===== src/fpm_cfg.svh =====
// Constants of the front panel menu controller
// Notes on behaviour
// - Keep committed settings, restore after power loss
// - Boot: segment test, version, then normal display
// - About 30 s idle discards pending edits
// - Session opens and commits only by confirm
// - Horizontal press moves cursor one place
// - Vertical press steps digit under cursor
// - Vertical press toggles on/off items, any direction
// - Edited frequency applied only after saving
// - Gain acts at once, stored only on yes
// - Gain steps 1 dB units, 10 dB tens
// - Return marker opens save prompt; yes/no
// - Confirm on an item advances to next item
// - Confirm after answer returns to normal display
// - Alarm whenever any oscillator loop unlocks
// - Mute and remote LEDs follow their selections
// - Fixed item order ending in save prompt
`ifndef FPM_CFG_SVH
`define FPM_CFG_SVH
`define FPM_CLK_HZ        125000000
`define FPM_TIMEOUT_S     30
`define FPM_TEST_MS       1000
`define FPM_VER_MS        1000
`define FPM_DEBOUNCE_MS   10
`define FPM_GAIN_MIN      6'h14
`define FPM_GAIN_MAX      6'h32
`define FPM_GAIN_FINE     6'h01
`define FPM_GAIN_COARSE   6'h0A
`define FPM_GAIN_RESET    6'h14
`define FPM_FREQ_TOP      3'h6
`define FPM_FREQ_CUR_MAX  3'h7
`define FPM_GAIN_CUR_MAX  3'h2
`define FPM_FLAG_CUR_MAX  3'h1
`define FPM_GAIN_CUR_TENS 3'h0
`define FPM_GAIN_CUR_UNIT 3'h1
`define FPM_SW_COUNT      5
`endif


===== src/fpm_pkg.sv =====
// Types of the front panel menu controller
package fpm_pkg;
    typedef enum logic [2:0] {
        ST_LOAD   = 3'b000,
        ST_TEST   = 3'b001,
        ST_VER    = 3'b010,
        ST_NORMAL = 3'b011,
        ST_MENU   = 3'b100,
        ST_SAVE   = 3'b101,
        ST_DONE   = 3'b110
    } fpm_state_e;

    typedef enum logic [2:0] {
        IT_FREQ   = 3'b000,
        IT_GAIN   = 3'b001,
        IT_REMOTE = 3'b010,
        IT_EXTREF = 3'b011,
        IT_RMODE  = 3'b100,
        IT_ADDR   = 3'b101
    } fpm_item_e;

    typedef struct packed {
        logic [6:0][3:0] freq_bcd;
        logic [5:0]      gain_db;
        logic            remote_op;
        logic            ext_ref;
        logic            remote_485;
        logic [4:0]      bus_addr;
        logic            mute;
    } fpm_settings_s;

    typedef struct packed {
        logic confirm;
        logic left;
        logic right;
        logic up;
        logic down;
    } fpm_sw_s;
endpackage : fpm_pkg


===== src/fpm_menu_ctrl.sv =====
// Front panel menu controller top level
`timescale 1ns/1ns
`default_nettype none
`include "fpm_cfg.svh"
module fpm_menu_ctrl
    import fpm_pkg::*;
#(
    parameter logic [31:0] TIMEOUT_CYC =
        32'(64'(`FPM_TIMEOUT_S) * 64'(`FPM_CLK_HZ)),
    parameter logic [31:0] TEST_CYC =
        32'(64'(`FPM_TEST_MS) * 64'(`FPM_CLK_HZ) / 64'd1000),
    parameter logic [31:0] VER_CYC =
        32'(64'(`FPM_VER_MS) * 64'(`FPM_CLK_HZ) / 64'd1000),
    parameter logic [31:0] DEB_CYC =
        32'(64'(`FPM_DEBOUNCE_MS) * 64'(`FPM_CLK_HZ) / 64'd1000),
    // Arbitrary version code
    parameter logic [7:0]  FW_VERSION = 8'h10
) (
    input  wire logic          sys_clk_in,
    input  wire logic          rstn_in,
    input  wire fpm_sw_s       sw_raw_in,
    input  wire logic [3:0]    pll_unlock_in,
    input  wire logic          mute_toggle_in,
    input  wire fpm_settings_s nv_data_in,
    output fpm_settings_s      nv_data_out,
    output logic               nv_write_out,
    output fpm_settings_s      applied_out,
    output fpm_state_e         lcd_view_out,
    output fpm_item_e          lcd_item_out,
    output logic [2:0]         lcd_cursor_out,
    output fpm_settings_s      lcd_data_out,
    output logic               lcd_save_yes_out,
    output logic [7:0]         lcd_version_out,
    output logic               alarm_led_out,
    output logic               alarm_relay_out,
    output logic               mute_led_out,
    output logic               remote_led_out
);
    function automatic logic [2:0] cursor_max(input fpm_item_e it);
        case (it)
            IT_FREQ: cursor_max = `FPM_FREQ_CUR_MAX;
            IT_GAIN: cursor_max = `FPM_GAIN_CUR_MAX;
            default: cursor_max = `FPM_FLAG_CUR_MAX;
        endcase
    endfunction : cursor_max

    function automatic logic [3:0] bcd_step(input logic [3:0] d,
                                            input logic up);
        if (up) begin
            bcd_step = (d >= 4'h9) ? 4'h0 : d + 4'h1;
        end else begin
            bcd_step = (d == 4'h0) ? 4'h9 : d - 4'h1;
        end
    endfunction : bcd_step

    fpm_state_e    state_reg;
    fpm_item_e     item_reg;
    logic [2:0]    cursor_reg;
    logic          yes_reg;
    fpm_settings_s work_reg;
    fpm_settings_s comm_reg;
    logic [31:0]   boot_cnt_reg;
    logic [31:0]   idle_cnt_reg;
    fpm_sw_s       ev;
    logic [4:0]    ev_vec;
    logic [4:0]    raw_vec;
    logic          any_ev;
    logic          vert;
    logic          at_marker;
    logic          idle_hit;
    logic          commit;
    logic          in_session;
    logic [5:0]    gain_step;
    logic [5:0]    gain_next;
    logic [2:0]    digit;

    assign raw_vec = sw_raw_in;
    genvar gi;
    generate
        for (gi = 0; gi < `FPM_SW_COUNT; gi++) begin : g_sw
            fpm_switch_filter #(.DEB_CYC(DEB_CYC)) u_filt (
                .sys_clk_in (sys_clk_in),
                .rstn_in    (rstn_in),
                .raw_in     (raw_vec[gi]),
                .press_out  (ev_vec[gi])
            );
        end
    endgenerate
    assign ev = ev_vec;

    assign any_ev     = |ev_vec;
    assign vert       = ev.up | ev.down;
    assign at_marker  = cursor_reg == cursor_max(item_reg);
    // A press in the same cycle counts as activity and cancels the timeout
    assign idle_hit   = idle_cnt_reg >= TIMEOUT_CYC - 32'h1 && !any_ev;
    assign commit     = state_reg == ST_SAVE && ev.confirm && yes_reg;
    assign in_session = state_reg == ST_MENU || state_reg == ST_SAVE;
    assign digit      = 3'(`FPM_FREQ_TOP - cursor_reg);

    // Tens digit steps coarse, units digit fine
    always_comb begin
        gain_step = (cursor_reg == `FPM_GAIN_CUR_TENS) ?
                    `FPM_GAIN_COARSE : `FPM_GAIN_FINE;
        if (ev.up) begin
            gain_next = work_reg.gain_db + gain_step;
            if (gain_next > `FPM_GAIN_MAX) gain_next = `FPM_GAIN_MAX;
        end else begin
            gain_next = work_reg.gain_db - gain_step;
            if (work_reg.gain_db < `FPM_GAIN_MIN + gain_step) begin
                gain_next = `FPM_GAIN_MIN;
            end
        end
    end

    always_ff @(posedge sys_clk_in or negedge rstn_in) begin
        if (!rstn_in) begin
            boot_cnt_reg <= 32'h0000_0000;
        end else if (state_reg == ST_TEST || state_reg == ST_VER) begin
            boot_cnt_reg <= boot_cnt_reg + 32'h1;
            if ((state_reg == ST_TEST && boot_cnt_reg >= TEST_CYC - 32'h1)
                || (state_reg == ST_VER && boot_cnt_reg >= VER_CYC - 32'h1))
            begin
                boot_cnt_reg <= 32'h0000_0000;
            end
        end else begin
            boot_cnt_reg <= 32'h0000_0000;
        end
    end

    always_ff @(posedge sys_clk_in or negedge rstn_in) begin
        if (!rstn_in) begin
            idle_cnt_reg <= 32'h0000_0000;
        end else if (!in_session || any_ev) begin
            idle_cnt_reg <= 32'h0000_0000;
        end else if (!idle_hit) begin
            idle_cnt_reg <= idle_cnt_reg + 32'h1;
        end
    end

    always_ff @(posedge sys_clk_in or negedge rstn_in) begin
        if (!rstn_in) begin
            state_reg <= ST_LOAD;
            item_reg  <= IT_FREQ;
            yes_reg   <= 1'b1;
        end else begin
            case (state_reg)
                ST_LOAD: state_reg <= ST_TEST;
                ST_TEST: begin
                    if (boot_cnt_reg >= TEST_CYC - 32'h1) begin
                        state_reg <= ST_VER;
                    end
                end
                ST_VER: begin
                    if (boot_cnt_reg >= VER_CYC - 32'h1) begin
                        state_reg <= ST_NORMAL;
                    end
                end
                ST_NORMAL: begin
                    if (ev.confirm) begin
                        state_reg <= ST_MENU;
                        item_reg  <= IT_FREQ;
                    end
                end
                ST_MENU: begin
                    if (idle_hit) begin
                        state_reg <= ST_NORMAL;
                    end else if (ev.confirm) begin
                        if (at_marker || item_reg == IT_ADDR) begin
                            state_reg <= ST_SAVE;
                            yes_reg   <= 1'b1;
                        end else begin
                            item_reg <= fpm_item_e'(item_reg + 3'h1);
                        end
                    end
                end
                ST_SAVE: begin
                    if (idle_hit) begin
                        state_reg <= ST_NORMAL;
                    end else if (ev.confirm) begin
                        state_reg <= ST_DONE;
                    end else if (vert) begin
                        yes_reg <= ~yes_reg;
                    end
                end
                ST_DONE: begin
                    if (ev.confirm) begin
                        state_reg <= ST_NORMAL;
                    end
                end
                default: state_reg <= ST_LOAD;
            endcase
        end
    end

    always_ff @(posedge sys_clk_in or negedge rstn_in) begin
        if (!rstn_in) begin
            cursor_reg <= 3'h0;
        end else if (state_reg != ST_MENU || ev.confirm) begin
            cursor_reg <= 3'h0;
        end else if (ev.right && !at_marker) begin
            cursor_reg <= cursor_reg + 3'h1;
        end else if (ev.left && cursor_reg != 3'h0) begin
            cursor_reg <= cursor_reg - 3'h1;
        end
    end

    // Working copy: edits live here, gain is driven from it at once
    always_ff @(posedge sys_clk_in or negedge rstn_in) begin
        if (!rstn_in) begin
            work_reg <= '0;
        end else begin
            if (state_reg == ST_LOAD || state_reg == ST_NORMAL
                || (in_session && idle_hit)
                || (state_reg == ST_SAVE && ev.confirm && !yes_reg))
            begin
                work_reg <= (state_reg == ST_LOAD) ? nv_data_in : comm_reg;
            end else if (state_reg == ST_MENU && vert && !at_marker) begin
                case (item_reg)
                    IT_FREQ: work_reg.freq_bcd[digit] <=
                        bcd_step(work_reg.freq_bcd[digit], ev.up);
                    IT_GAIN: work_reg.gain_db <= gain_next;
                    IT_REMOTE: work_reg.remote_op <= ~work_reg.remote_op;
                    IT_EXTREF: begin
                        work_reg.ext_ref <= ~work_reg.ext_ref;
                    end
                    IT_RMODE: work_reg.remote_485 <= ~work_reg.remote_485;
                    IT_ADDR: work_reg.bus_addr <= ev.up ?
                        work_reg.bus_addr + 5'h01 : work_reg.bus_addr - 5'h01;
                    default: work_reg <= work_reg;
                endcase
            end
            if (mute_toggle_in) begin
                work_reg.mute <= ~comm_reg.mute;
            end
        end
    end

    always_ff @(posedge sys_clk_in or negedge rstn_in) begin
        if (!rstn_in) begin
            comm_reg         <= '0;
            comm_reg.gain_db <= `FPM_GAIN_RESET;
        end else if (state_reg == ST_LOAD) begin
            comm_reg <= nv_data_in;
        end else if (commit) begin
            comm_reg      <= work_reg;
            comm_reg.mute <= comm_reg.mute ^ mute_toggle_in;
        end else if (mute_toggle_in) begin
            comm_reg.mute <= ~comm_reg.mute;
        end
    end

    always_ff @(posedge sys_clk_in or negedge rstn_in) begin
        if (!rstn_in) begin
            nv_write_out <= 1'b0;
            nv_data_out  <= '0;
        end else begin
            nv_write_out <= commit || mute_toggle_in;
            nv_data_out  <= comm_reg;
            if (commit) begin
                nv_data_out      <= work_reg;
                nv_data_out.mute <= comm_reg.mute ^ mute_toggle_in;
            end else if (mute_toggle_in) begin
                nv_data_out.mute <= ~comm_reg.mute;
            end
        end
    end

    always_ff @(posedge sys_clk_in or negedge rstn_in) begin
        if (!rstn_in) begin
            applied_out <= '0;
        end else begin
            applied_out <= comm_reg;
            if (in_session || state_reg == ST_DONE) begin
                applied_out.gain_db <= work_reg.gain_db;
            end
        end
    end

    always_ff @(posedge sys_clk_in or negedge rstn_in) begin
        if (!rstn_in) begin
            alarm_led_out   <= 1'b0;
            alarm_relay_out <= 1'b0;
            mute_led_out    <= 1'b0;
            remote_led_out  <= 1'b0;
        end else begin
            alarm_led_out   <= |pll_unlock_in;
            alarm_relay_out <= |pll_unlock_in;
            mute_led_out    <= comm_reg.mute;
            remote_led_out  <= comm_reg.remote_op;
        end
    end

    assign lcd_view_out     = state_reg;
    assign lcd_item_out     = item_reg;
    assign lcd_cursor_out   = cursor_reg;
    assign lcd_data_out     = work_reg;
    assign lcd_save_yes_out = yes_reg;
    assign lcd_version_out  = FW_VERSION;
endmodule : fpm_menu_ctrl
`default_nettype wire


===== src/fpm_switch_filter.sv =====
// Debounce and press detection for one panel switch
`timescale 1ns/1ns
`default_nettype none
module fpm_switch_filter #(
    parameter logic [31:0] DEB_CYC = 32'h0001_312D
) (
    input  wire logic sys_clk_in,
    input  wire logic rstn_in,
    input  wire logic raw_in,
    output logic      press_out
);
    logic [31:0] cnt_reg;
    logic        level_reg;

    always_ff @(posedge sys_clk_in or negedge rstn_in) begin
        if (!rstn_in) begin
            cnt_reg   <= 32'h0000_0000;
            level_reg <= 1'b0;
            press_out <= 1'b0;
        end else begin
            press_out <= 1'b0;
            if (raw_in == level_reg) begin
                cnt_reg <= 32'h0000_0000;
            end else if (cnt_reg >= DEB_CYC - 32'h1) begin
                cnt_reg   <= 32'h0000_0000;
                level_reg <= raw_in;
                press_out <= raw_in;
            end else begin
                cnt_reg <= cnt_reg + 32'h1;
            end
        end
    end
endmodule : fpm_switch_filter
`default_nettype wire


===== config.mk =====
export PLATFORM = sky130hd
export DESIGN_NAME = fpm_menu_ctrl
export DESIGN_NICKNAME = d
export VERILOG_FILES = /design/src/fpm_pkg.sv /design/src/fpm_menu_ctrl.sv /design/src/fpm_switch_filter.sv
export VERILOG_INCLUDE_DIRS = /design/src
export SDC_FILE = /design/constraint.sdc
export NUM_CORES = 1
export LEC_CHECK = 0
export BUFFER_PORTS_ARGS = -buffer_cell sky130_fd_sc_hd__buf_4
export CAP_MARGIN = 5
export CORE_MARGIN = 5
export CORE_UTILIZATION = 40
export DETAILED_ROUTE_END_ITERATION = 10
export SLEW_MARGIN = 5
export SYNTH_ARGS = -nofsm -noshare
export SYNTH_HDL_FRONTEND = slang
export SYNTH_SLANG_ARGS = --single-unit
export TNS_END_PERCENT = 100

===== constraint.sdc =====
create_clock -name sys_clk_in -period 8.82 [get_ports sys_clk_in]
set_input_delay 0.882 -clock sys_clk_in [delete_from_list [all_inputs] [get_ports sys_clk_in]]
set_output_delay 0.882 -clock sys_clk_in [all_outputs]
set_load 0.05 [all_outputs]

==> results.yml <==
clock_tree:
  clk_pin_slew_worst_paths_ns: 0.06
  hold_buffers: 0
  post_cts_resized: 0
  post_cts_buffers: 0
  cts_tree: "done"
  clock_latency_ns: 0.58
  htreeDepth: 2
  clock_path_buffers: 3
  cts_sinks: 418
  cts_inserted_buffers: 47
  root_buffer: "clkbuf_16"
timing:
  max_slew.worst_pin.slew_ns: 1.09
  fmax_ghz: 0.222
  hold_viol: 0
  rsz0062_at_grt: "no"
  tns_ns: 0
  min_period_over_period: 0.511
  period_needed_ns: 4.51
  slew_violations: 0
  fin_hold_ws_ns: 0.344
  slew_headroom: 0.270
  clock_skew_ns: 0.0224
  setup_violations: 0
floorplanning:
  rows: 80
  io_pins: 207
  die_w_um: 228
  initial_core_util: 0.401
  fp.dieArea_um2: 52000
  die_h_um: 228
  core-area_um2: 47400
setup_path:
  critPathMaxStageDelay_ns: 1.00
  critPathLaunchType: "flip-flop"
  path_max_fanout: 30
  setup.worst_path.class: "flip-flop to flip-flop"
  cp_top_family: "compound AO/OA/AOI/OAI gates"
  crit_chain: "inv_1 -> ha_1 -> mux4_2 -> o21bai_1 -> ha_1 -> nor2b_1 -> nand3b_1 -> o31a_1 -> a211oi_2 -> a221o_1"
  critPathRequiredTime_ns: 9.32
  worst_ep_arrival_time_ns: 5.01
  path_buf_inv: 1
  crit_path_frequent_cell: "ha_1"
  slowest_stage: "dfrtp_1"
  crit_path_end_kind: "flip-flop"
logic_synthesis:
  synthDistinctLibCells: 81
  ys_ff_latch: 418
  syn-cell-area_um2: 19000
  synth-xor-area-share: 0.0733
  ys.flop_type: "dfrtp_1"
  synth_top_family_by_area: "simple AND/OR/NAND/NOR gates"
  synth_seq_area_share: 0.550
  ys.warnings.count: 0
  yosys.area_share.simple: 0.152
  synth-compound-area-share: 0.0801
  synthArstFlopShare: 1.00
  yosys.area_share.adder: 0.0213
  syn_avg_cell_area_um2: 11.4
  postSynthCellCount: 1671
  synth_edf_count: 0
  synth_mux_area_frac: 0.0983
min_path:
  hp-class: "input pin to async pin"
drt:
  wirelength_um: 43400
  drt_first_pass_iters: 5
  vias: 13200
  viasPerCell: 5.13
  first_iter_violations: 770
  avgRoutedWirePerCell_um: 16.9
  drc: 0
  final_antenna_net_count: 0
cells_and_area:
  layout_commonest_cell: "dfrtp_1"
  largest_reg_flops: 160
  drive_above_1_share: 0.212
  antenna_cells: 0
  synthToLayoutAreaGrowth_pct: 20.7
  layout_common_cells: "dfrtp_1 (415), buf_4 (210), nor2_1 (199)"
  fin_nets: 2008
  post-route-util: 0.484
  final_area_um2: 23000
grt:
  antenna_found_initial: 1
  grt_max_degree: 107
  grt_pass1_vias: 13400
  grt_pass1_wl_um: 71600
  overflow: 0
  grt_util_all_layers: 0.164
power:
  peakVddDrop_uv: 181
  power_mw: 8.13
  power_density_nw_per_um2: 354
  power_leakage_nw: 10.1
placement:
  port_buffers: 198
  gp_congestion: 0.831
  dp_hpwl_um: 30400
  placed_area_um2: 21300
flow_run:
  drv_cap: 0
status:
  outcome: "completed"
[per-stage QoR]
stage          instances  setup WS [ns]
2_1_floorplan       1737           4.89
3_3_place_gp        2489           4.56
3_5_place_dp        2489           4.37
4_1_cts             2575           4.32
5_1_grt             2575           3.94
6_report            2575           4.31
[worst paths after layout]
check                             startpoint                    endpoint  slack, ns  depth (start not counted)
max                        lcd_cursor_out[0]            lcd_data_out[34]       4.31                         10
min                                  rstn_in             alarm_relay_out       0.34                          1
max reg2reg                lcd_cursor_out[0]            lcd_data_out[34]       4.31                         10
min reg2reg                      comm_reg[8]              remote_led_out       0.39                          0
max in group asynchronous            rstn_in  g_sw[1].u_filt.cnt_reg[26]       6.44                          3
min in group sys_clk_in          comm_reg[8]              remote_led_out       0.39                          0
[worst register-to-register path, delay by kind of cell (launching register included)]
kind	cells	cell delay [ns]
AOI/OAI and AO/OA	4	1.36
and+or+nand+nor	2	0.37
adders and majority gates	2	1.11
buffers and inverters	1	0.18
muxes	1	0.42
DFF	1	1.00
[cells in the mapped netlist (all sizes together), types with 4 or more instances]
library cell    n  share of area
and4           13         0.0060
nand3          76          0.020
dfrtp         415           0.55
a311oi          7         0.0032
or4            13         0.0053
a31oi           8         0.0030
nand3b          9         0.0036
ha             26          0.017
a221o          22          0.012
and3           32          0.011
o211ai          7         0.0030
nor3b          16         0.0066
nor2b          15         0.0049
buf            29          0.010
nand2b         15         0.0053
mux2          101          0.060
o21a            4         0.0016
nand4          24         0.0079
clkbuf         45         0.0089
xor2           84          0.039
a21oi          67          0.018
and2            4         0.0014
or3             7         0.0023
a2111oi         4         0.0028
nand2          89          0.018
nor2          200          0.040
fa              4         0.0042
o31ai          10         0.0039
mux2i          71          0.037
a22oi           4         0.0016
nor3           33          0.011
xnor2          73          0.035
o21ai          31         0.0084
o21bai          6         0.0024
a211o          10         0.0046
nor4           17         0.0059
inv            26         0.0051
a211oi         11         0.0046
[cell type report]
type / count / area [um2]
multi-input combinational: 1219 / 8360
tap: 615 / 769
clock buffer: 73 / 1440
timing repair buffer: 211 / 1590
inverter: 26 / 97.6
sequential: 418 / 10500
clock inverter: 13 / 256
fill: 4318 / 24500
[kinds of logic (layout without fill, tap and decap cells)]
kind of cell | count (synthesis) | count (layout)
xor+xnor | 157 | 157
simple gates | 574 | 574
mux | 173 | 173
fa+ha+maj | 30 | 30
compound gates | 217 | 217
other cells | 2 | 68
buf+inv | 100 | 323
flops | 418 | 418
[layer usage]
metal / global-route usage / share of wire / wire (um) / vias to the layer above
met5: 0 / 0.00030 / 13 / -
met4: 0.0446 / 0.022 / 964 / 2
met3: 0.0381 / 0.050 / 2190 / 65
met2: 0.269 / 0.47 / 20500 / 279
met1: 0.222 / 0.46 / 19800 / 6509
li1: - / - / - / 6351
[power breakdown]
group          switching, mW  internal (mW)  total [mW]
Sequential             0.370           2.37        2.74
Combinational           2.11           1.17        3.28
Clock                  0.783           1.32        2.11
Total                   3.27           4.86        8.13
No activity file was read; power rests on OpenSTA's default activity.
